[src/pal_map.svh]
`ifndef PAL_MAP_SVH
`define PAL_MAP_SVH

// number of multiplexed strap/led pins
`define PAL_NUM_PINS 5
// pin indices, equal to the address bit each one sets
`define PAL_PIN_ACTIVITY 0
`define PAL_PIN_COLLISION 1
`define PAL_PIN_LINK 2
`define PAL_PIN_TX 3
`define PAL_PIN_RX 4
// unused: the captured address is not reset, hardware reset keeps it
`define PAL_ADDR_RESET 5'h00
// collision stretch time and clock rate
`define PAL_COL_STRETCH_MS 70
`define PAL_CLOCK_HZ 50000000
// divide first: the plain product does not fit a 32-bit integer
`define PAL_COL_STRETCH_CYCLES (`PAL_COL_STRETCH_MS * (`PAL_CLOCK_HZ / 1000))

`endif

[src/pal_pkg.sv]
package pal_pkg;
  typedef enum logic [0:0] {
    PAL_SAMPLE = 1'b0,
    PAL_DRIVE  = 1'b1
  } pal_mode_t;
endpackage

[src/pal_strap_led.sv]
// Operation
// - pins are inputs in reset, captured at release
// - after capture pins drive status indicators
// - software reset keeps strap and outputs
// - asserted output is inverse of captured strap
// - activity strap sets address bit 0
// - activity pin shows tx or rx activity
// - collision strap bit 1, stretched 70 ms
// - link strap bit 2, shows valid link
`timescale 1ns/100ps
`default_nettype none
`include "pal_map.svh"

// ==========================================
// multiplexed address strap and status pins
module pal_strap_led #(
  parameter int unsigned COL_STRETCH_CYCLES = `PAL_COL_STRETCH_CYCLES
) (
  input  wire logic       clock,
  input  wire logic       hardware_reset_low_pin,
  input  wire logic       soft_reset,
  input  wire logic       tx_activity,
  input  wire logic       rx_activity,
  input  wire logic       collision,
  input  wire logic       link_valid,
  input  wire logic [4:0] strap_pin_in,
  output var  logic [4:0] strap_pin_out,
  output var  logic [4:0] strap_pin_oe,
  output var  logic [4:0] phy_address
);

  // ==========================================
  // pin roles, bit i of the pins is address bit i
  localparam int unsigned NUM_PINS = `PAL_NUM_PINS;
  localparam int unsigned PIN_ACT  = `PAL_PIN_ACTIVITY;
  localparam int unsigned PIN_COL  = `PAL_PIN_COLLISION;
  localparam int unsigned PIN_LINK = `PAL_PIN_LINK;
  localparam int unsigned PIN_TX   = `PAL_PIN_TX;
  localparam int unsigned PIN_RX   = `PAL_PIN_RX;

  // ==========================================
  // state
  typedef struct packed {
    pal_pkg::pal_mode_t mode;
    logic [4:0]         sync1;
    logic [4:0]         sync2;
    logic [4:0]         addr;
    logic [4:0]         pin_out;
  } pal_state_t;

  pal_state_t state;
  pal_state_t next_state;

  // ==========================================
  // internal signals
  logic [4:0] indicate;
  logic [4:0] drive_value;
  logic [4:0] drive_enable;
  logic       driving;
  logic       any_activity;
  logic       col_trigger;
  logic       col_active;
  logic       unused_soft_reset;

  // ==========================================
  // mode decode
  assign driving = (state.mode == pal_pkg::PAL_DRIVE);

  // ==========================================
  // collision stretch
  // collisions seen before the pins turn around cannot light anything
  assign col_trigger = collision & driving;

  pal_stretch #(
    .STRETCH_CYCLES(COL_STRETCH_CYCLES)
  ) u_col_stretch (
    .clock  (clock),
    .hardware_reset_low_pin (hardware_reset_low_pin),
    .trigger(col_trigger),
    .active (col_active)
  );

  // ==========================================
  // activity sources
  assign any_activity = tx_activity | rx_activity;

  // ==========================================
  // indication source and drive level per pin
  for (genvar i = 0; i < NUM_PINS; i++) begin : g_pin
    if (i == PIN_ACT) begin : g_act
      assign indicate[i] = any_activity;
    end else if (i == PIN_COL) begin : g_col
      assign indicate[i] = col_active;
    end else if (i == PIN_LINK) begin : g_link
      assign indicate[i] = link_valid;
    end else if (i == PIN_TX) begin : g_tx
      assign indicate[i] = tx_activity;
    end else begin : g_rx
      assign indicate[i] = rx_activity;
    end

    // led returns through its strap resistor, so lit is the inverse level
    assign drive_value[i]  = state.addr[i] ^ indicate[i];
    assign drive_enable[i] = driving;
  end

  // ==========================================
  // next state
  always_comb begin
    next_state       = state;
    // synchroniser runs through reset so the strap is settled at release
    next_state.sync1 = strap_pin_in;
    next_state.sync2 = state.sync1;
    if (!hardware_reset_low_pin) begin
      next_state.mode    = pal_pkg::PAL_SAMPLE;
      next_state.pin_out = 5'h00;
      // address kept; only the release edge recaptures it
    end else begin
      unique case (state.mode)
        pal_pkg::PAL_SAMPLE: begin
          // sync2 holds the pulled level seen while the pins were released
          next_state.addr    = state.sync2;
          next_state.mode    = pal_pkg::PAL_DRIVE;
          next_state.pin_out = state.sync2;
        end
        pal_pkg::PAL_DRIVE: begin
          // soft_reset deliberately ignored: strap and pins untouched
          next_state.pin_out = drive_value;
        end
      endcase
    end
  end

  // ==========================================
  // state register
  always_ff @(posedge clock) begin
    state <= next_state;
  end

  // ==========================================
  // outputs
  // pins only float as inputs while sampling; board pull sets level
  assign strap_pin_oe  = drive_enable;
  assign strap_pin_out = state.pin_out;
  assign phy_address   = state.addr;

  // ==========================================
  // software reset
  // neither recaptures the strap nor releases the pins
  assign unused_soft_reset = soft_reset;
endmodule // pal_strap_led
`default_nettype wire

[src/pal_stretch.sv]
`timescale 1ns/100ps
`default_nettype none
// ==========================================
// pulse stretcher for the collision indication
module pal_stretch #(
  parameter int unsigned STRETCH_CYCLES = 3500000
) (
  input  wire logic clock,
  input  wire logic hardware_reset_low_pin,
  input  wire logic trigger,
  output var  logic active
);
  typedef struct packed {
    logic [22:0] count;
  } pal_stretch_state_t;

  pal_stretch_state_t state;
  pal_stretch_state_t next_state;

  always_comb begin
    next_state = state;
    if (trigger) begin
      // a new collision restarts the full period
      next_state.count = 23'(STRETCH_CYCLES);
    end else if (state.count != 23'h000000) begin
      next_state.count = state.count - 23'h000001;
    end
  end

  always_ff @(posedge clock) begin
    if (!hardware_reset_low_pin) begin
      state <= '0;
    end else begin
      state <= next_state;
    end
  end

  assign active = (state.count != 23'h000000);
endmodule // pal_stretch
`default_nettype wire

[config.mk]
export PLATFORM = sky130hd
export DESIGN_NAME = pal_strap_led
export DESIGN_NICKNAME = d
export VERILOG_FILES = /design/src/pal_pkg.sv /design/src/pal_strap_led.sv /design/src/pal_stretch.sv
export VERILOG_INCLUDE_DIRS = /design/src
export SDC_FILE = /design/constraint.sdc
export NUM_CORES = 1
export LEC_CHECK = 0
export ABC_AREA = 1
export BUFFER_PORTS_ARGS = -buffer_cell sky130_fd_sc_hd__buf_4
export CAP_MARGIN = 20
export CORE_ASPECT_RATIO = 0.9
export CORE_MARGIN = 5
export CORE_UTILIZATION = 50
export DETAILED_ROUTE_END_ITERATION = 10
export PLACE_DENSITY = 0.73
export SLEW_MARGIN = 40
export SYNTH_ARGS = -nofsm -noshare
export SYNTH_HDL_FRONTEND = slang
export SYNTH_SLANG_ARGS = --single-unit
[constraint.sdc]
create_clock -name clock -period 3 [get_ports clock]
set_clock_uncertainty 0.2 [all_clocks]
set_input_delay 0.45 -clock clock [delete_from_list [all_inputs] [get_ports clock]]
set_output_delay 0.45 -clock clock [all_outputs]
set_load 0.05 [all_outputs]
== After elaboration in Yosys (flattened, before gate mapping) ==
Cells that the tools add are included.

* Register bits: 44
* Input port bits: 12
* Logic and storage cells: 25

* $add $sub $neg: 1
* Multiplexer cells: 4
* Bitwise operators: 9
* Reduce and logical (&&, ||, !) cells: 4

{| class="wikitable"
|+ Operator list
! kind !! number
|-
| $mux 22 || 2
|-
| $reduce_bool 23->1 || 1
|-
| $sub 23x1->23 const B || 1
|-
| $pmux 5 s2 || 1
|-
| $xor 1x1->1 || 5
|-
| $not 1->1 || 2
|-
| $reduce_and 2->1 || 1
|-
| $reduce_bool 2->1 || 1
|-
| $reduce_or 2->1 || 1
|-
| $and 1x1->1 || 1
|-
| $mux 1 || 1
|-
| $or 1x1->1 || 1
|}

== Logic depth before layout (Yosys ltp) ==
* Word-level depth: 3
* Gate-level depth with buffers: 11

== Cells and area by module ==
A second synthesis with hierarchy kept.

* Cell total of the unflattened synthesis: 289
* Area, all modules: 2247.2 um^2

{| class="wikitable"
|+ By module, submodules not included
! module !! instances !! cells an instance !! area an instance (um^2)
|-
| pal_stretch || 1 || 216 || 1492.7
|-
| pal_strap_led || 1 || 73 || 754.5
|}

== Worst setup path after synthesis ==
No wires, ideal clock.

* Kind: input to register
* Start point: input hardware_reset_low_pin
* End point: register state (netlist bit phy_address[0]), enable pin
* Arrival: 1.109 ns
* Data required time: 2.460 ns
* Slack: 1.351 ns
* Stages on the path: 3
* Cells stage by stage: clkinv_1 buf_1 nor2_1

* Longest elaborated chain between the ends: 1

{| class="wikitable"
|+ Ends and longest elaborated chain
! item !! line !! RTL
|-
| start, declared || pal_strap_led.sv:20 || <nowiki>input wire logic hardware_reset_low_pin,</nowiki>
|-
| $reduce_and 2->1 (no line) || - ||
|-
| end signal, assigned || pal_strap_led.sv:137 || <nowiki>state <= next_state;</nowiki>
|-
| end, declared || pal_strap_led.sv:51 || <nowiki>pal_state_t state;</nowiki>
|}

Every way passes these cells.
A chain may end at the register's enable or synchronous reset.

== Final worst setup path ==
* Start point: register u_col_stretch.state[0] in the netlist's numbering
* End point: register u_col_stretch.state[22] in the netlist's numbering

* Longest elaborated chain between the ends: 1
* Elaborated cells on any way between the ends: 2
* Classes of those cells: add/sub: 1; reduce/logical: 1

{| class="wikitable"
|+ Ends and longest elaborated chain
! item !! line !! RTL
|-
| start, declared || pal_stretch.sv:17 || <nowiki>pal_stretch_state_t state;</nowiki>
|-
| start signal, assigned || pal_stretch.sv:34 || <nowiki>state <= next_state;</nowiki>
|-
| $sub 23x1->23 or $reduce_bool 23->1 (tied branches) || pal_stretch.sv:26, pal_stretch.sv:25 ||
|}

Several ways; a longest one is shown, not always the timed one.

==> impl.org <==
** Status
- The run finished with clean final reports.

** Timing
- The number of endpoints with negative hold slack in the final report is 0.
- Slew at the pin closest to its max-slew limit :: about 0.50 ns
- Setup repair after global routing left no endpoint under its margin.
- Post-Route Setup TNS :: 0 ns
- Maximum clock frequency :: 513 MHz
- In this run the tightest slew margin relative to its limit is 0.668.
- Setup violations remaining at the end of the flow were counted as 0.
- Final Critical Period :: just under 2 ns
- Number of pins exceeding their max-slew limit in the final report :: 0
- Fraction of the cycle the final worst path needs :: 0.650

** Clocking
- In this run, CTS created clock tree buffers numbering 5.
- TritonCTS built the clock tree.
- Deepest clock path buffer count :: 2
- Post-CTS sizing :: 0
- The number of setup buffers added after CTS is 0.
- Cell at the root of the clock tree :: sky130_fd_sc_hd__clkbuf_8
- Total number of clock tree sinks :: 44
- Hold buffer count at cts :: 0
- After clock tree synthesis, the clock-pin slew on the worst setup and hold paths is approximately 0.08 ns.
- At the later pin of the worst-skew pair, clock insertion delay measures 0.30 ns.
- CTS built an H-tree with a depth of 2.

** Logic synthesis
- Cells after Synth :: 273
- During synthesis, Yosys emitted a total of 0 warnings.
- Share of synthesized cell area in full adder, half adder and majority cells :: 0.0114
- For this run, the register share of the synthesized area comes to 0.423.
- In the post-synthesis netlist, the cell with the most instances is sky130_fd_sc_hd__nor2_1.
- Counting flops with an async set or reset pin after synthesis yields a share of 0.
- Main combinational cell family by area after synthesis :: simple AND/OR/NAND/NOR gates
- The synthesized netlist contains 30 unique library cells.
- Of the total synthesized cell area, the portion taken by AND, OR, NAND and NOR gates is 0.351.
- Of the total synthesized cell area, the portion taken by XOR and XNOR cells is 0.0438.
- Share of cell area taken by muxes after synthesis :: 0
- Compound-Gate Fraction of Synth Area :: 0.0666
- #FFs+latches synth :: 44
- Of the post-synthesis cell area, the dominant cell type holds 0.355.
- Top post-synthesis cells by area :: sky130_fd_sc_hd__dfxtp_1, sky130_fd_sc_hd__nor2_1, sky130_fd_sc_hd__nand2_1
- Counting instances in the post-synthesis netlist gives the leading cell types as sky130_fd_sc_hd__nor2_1, sky130_fd_sc_hd__nand2_1, sky130_fd_sc_hd__dfxtp_1.
- Mean area per synthesized cell :: between 8 and 9 um2
- For this run, the leading register cell type out of synthesis is sky130_fd_sc_hd__dfxtp_1.
- Net Count, Synth :: between 200 and 300
- Summing every instance area after synthesis gives ~2200 um2.
- The biggest area contributor in the post-synthesis netlist is sky130_fd_sc_hd__dfxtp_1.
- Count of flip-flops with a built-in enable after synthesis :: 5

** Critical path
- Traced cell by cell, the critical path runs through inv_1 -> ha_1 -> inv_1 -> nor2_2 -> nand3_1 -> xor2_1 -> nand2_1 -> nor2_1.
- Most frequent CP cell :: sky130_fd_sc_hd__inv_1
- Nature of the critical path startpoint :: flop
- Setup slack, reg-to-reg :: around 1.0 ns
- The slowest stage of the critical path belongs to the cell sky130_fd_sc_hd__ha_1.
- Crit. End Element :: flop
- For the worst setup path, the data required time is 2.98 ns.
- The worst register-to-register path ends at u_col_stretch.state[22]$_SDFFE_PP0P_.
- Crit Reg-Reg Startpoint :: u_col_stretch.state[0]$_SDFFE_PP0P_
- The largest single stage delay on the critical path is about 0.38 ns.
- Worst Path Max Fanout :: 8
- R2R depth :: 8
- Critical path class :: reg -> reg
- Data arrives at the worst endpoint at 1.93 ns.

** Pwr
- Comb power frac :: 0.283
- In this run the static leakage power is 0.00112 uW.
- Sequential power share :: 0.433
- Clock Power Share :: 0.284
- Of the total power, the share spent switching nets is 0.343.
- The internal portion of the total power is between 1000 and 1500 uW.
- IR analysis of the VDD net gives a maximum drop of 0.392 mV.
- Power density of the placed cells :: 663 nW/um2
- In this run the power spent charging and discharging nets is about 550 uW.

** Placement
- Final weighted congestion in routability-driven placement :: between 0.8 and 0.9
- Including well taps, the total number of placed cells is 338.
- Placed wire-length estimate after detailed placement :: approximately 3100 um
- Port Buf Inserts :: 25

** Floorplan
- For this configuration, the core starts out at a cell density of 0.529.
- Die height :: ~73 um
- Width of the die :: 79.9 um
- Standard-cell rows :: 22
- The floorplan step defined a die boundary enclosing 5820 um2.
- In this run the count of I/O pins placed on the die edge is 27.
- Placeable core region :: 4160 um2

** Layout
- The number of antenna diodes in the final layout is 0.
- After the last flow step, the layout net total stands at around 300.
- The area growth from synthesis to layout is 10.9%.
- Final Instance Count excl. Fillers :: between 300 and 400
- Of the cells placed in the final design, the portion with a size suffix greater than 1 is 0.259.

** Hold path
- Hold depth :: 1
- Worst min-delay path category :: in -> reg
- In this run the most critical hold path is launched from strap_pin_in[3].
- Hold Path End :: next_state[13]$_DFF_P_

** Route
- Post-detailed-routing wire length :: approximately 4000 um
- Detailed Route Iter0 Violations :: 103
- Via count :: approximately 1700
- The count of nets left with antenna violations once routing finished came out at 0.
- DRC :: 0
- Pre-antenna DRT Iters :: 4
- In the final routed layout, each cell accounts on average for around 12 um.
- Using the TritonRoute via totals, the vias-per-cell ratio works out to roughly 4.8.

** GRT
- For this run, the total global-route usage over all layers was measured as 0.152.
- Global route overflow :: 0
- The number of global-route vias before repair was between 1000 and 1500.
- The number of antenna violations at the first check in global routing was 0.
- Entering global routing, the biggest net connects 20 pins.
- The first global-routing pass estimated approximately 7000 um of wire.

** Flow run
- Max-cap check violation count :: 0
-- metal layers --
| metal | wire (um) | share of wire | GRT usage |
|---|---|---|---|
| met1 | 1980 | 0.50 | 0.211 |
| met2 | 1730 | 0.43 | 0.229 |
| met3 | 244 | 0.061 | 0.0383 |
| met4 | 46 | 0.012 | 0.0544 |
| met5 | 0 | 0 | 0 |
-- state kept, by name (all words and copies together), names as in the netlist --
signal and count:
u_col_stretch.state 23, next_state 5, phy_address 5, state 5, strap_pin_out 5, driving 1
-- per-stage QoR --
step	power [uW]	hold WS, ns	worst slack [ns]	cell area [um2]	util
detailed placement	1170	0.116	1.04	2320	0.559
global placement	1160	0.112	1.04	2320	0.559
CTS	1630	0.0480	1.06	2440	0.587
global route	1720	0.0346	0.913	2440	0.587
finish	1620	0.0543	1.05	2440	0.587
floorplan	1090	0.110	1.35	2200	-
-- area by class of cell --
type / instances / area, um2
Multi-Input combinational cell: 186 / 1040
Clock inverter: 3 / 46.3
Clock buffer: 5 / 68.8
Fill cell: 378 / 1720
Sequential cell: 44 / 931
Timing Repair Buffer: 26 / 195
Inverter: 22 / 82.6
Tap cell: 60 / 75.1
-- power by group through the flow --
| stage | logic (uW) | registers, uW | clock network (uW) |
|---|---|---|---|
| floorplan | 392 | 698 | 0 |
| global placement | 449 | 711 | 0 |
| detailed placement | 456 | 713 | 0 |
| CTS | 459 | 700 | 472 |
| global route | 509 | 707 | 503 |
| finish | 457 | 699 | 459 |
-- cells by family after synthesis --
logic type,Yosys count
compound gates,24
buf+inv,43
fa+ha+maj,2
simple gates,149
flops,44
xor+xnor,11
-- worst max path at each step --
stage                                             start                                   end  slack [ns]
floorplan                        hardware_reset_low_pin              phy_address[0]$_DFFE_PP_        1.35
global placement                              collision   u_col_stretch.state[1]$_SDFFE_PP0P_        1.04
detailed placement                            collision   u_col_stretch.state[1]$_SDFFE_PP0P_        1.04
CTS                 u_col_stretch.state[0]$_SDFFE_PP0P_  u_col_stretch.state[22]$_SDFFE_PP0P_        1.06
global route                            driving$_DFF_P_   u_col_stretch.state[1]$_SDFFE_PP0P_        0.91
finish              u_col_stretch.state[0]$_SDFFE_PP0P_  u_col_stretch.state[22]$_SDFFE_PP0P_        1.05
-- cell usage in the layout, fill, tap and decap left out --
cell type / n
sky130_fd_sc_hd__nand3_1: 22
sky130_fd_sc_hd__xor2_1: 5
sky130_fd_sc_hd__or2_2: 4
sky130_fd_sc_hd__bufinv_16: 1
sky130_fd_sc_hd__nor2_8: 1
sky130_fd_sc_hd__nand2_4: 1
sky130_fd_sc_hd__a21oi_1: 11
sky130_fd_sc_hd__buf_4: 26
sky130_fd_sc_hd__inv_6: 1
sky130_fd_sc_hd__clkinv_1: 1
sky130_fd_sc_hd__clkinvlp_4: 1
sky130_fd_sc_hd__o21ai_0: 4
sky130_fd_sc_hd__a21oi_2: 3
sky130_fd_sc_hd__clkbuf_8: 5
sky130_fd_sc_hd__nor2_2: 13
sky130_fd_sc_hd__nor2_4: 6
sky130_fd_sc_hd__nand3b_1: 1
sky130_fd_sc_hd__nand4_1: 4
sky130_fd_sc_hd__a211oi_1: 1
sky130_fd_sc_hd__nand2_1: 41
sky130_fd_sc_hd__inv_1: 21
sky130_fd_sc_hd__nand2_2: 6
sky130_fd_sc_hd__ha_1: 2
sky130_fd_sc_hd__xnor2_1: 6
sky130_fd_sc_hd__nand3_4: 1
sky130_fd_sc_hd__nor2_1: 44
sky130_fd_sc_hd__nand3_2: 5
sky130_fd_sc_hd__a21o_1: 5
sky130_fd_sc_hd__dfxtp_1: 39
sky130_fd_sc_hd__edfxtp_1: 5
-- worst max-delay path, delay by kind of cell (launching register included) --
kind                       cells  cell delay, ns
adders and majority gates      1            0.38
and+or+nand+nor                4            0.50
buffers and inverters          2            0.30
DFF                            1            0.30
xor gates and xnor gates       1            0.17
Note: power is estimated with default switching activity, not from simulation.
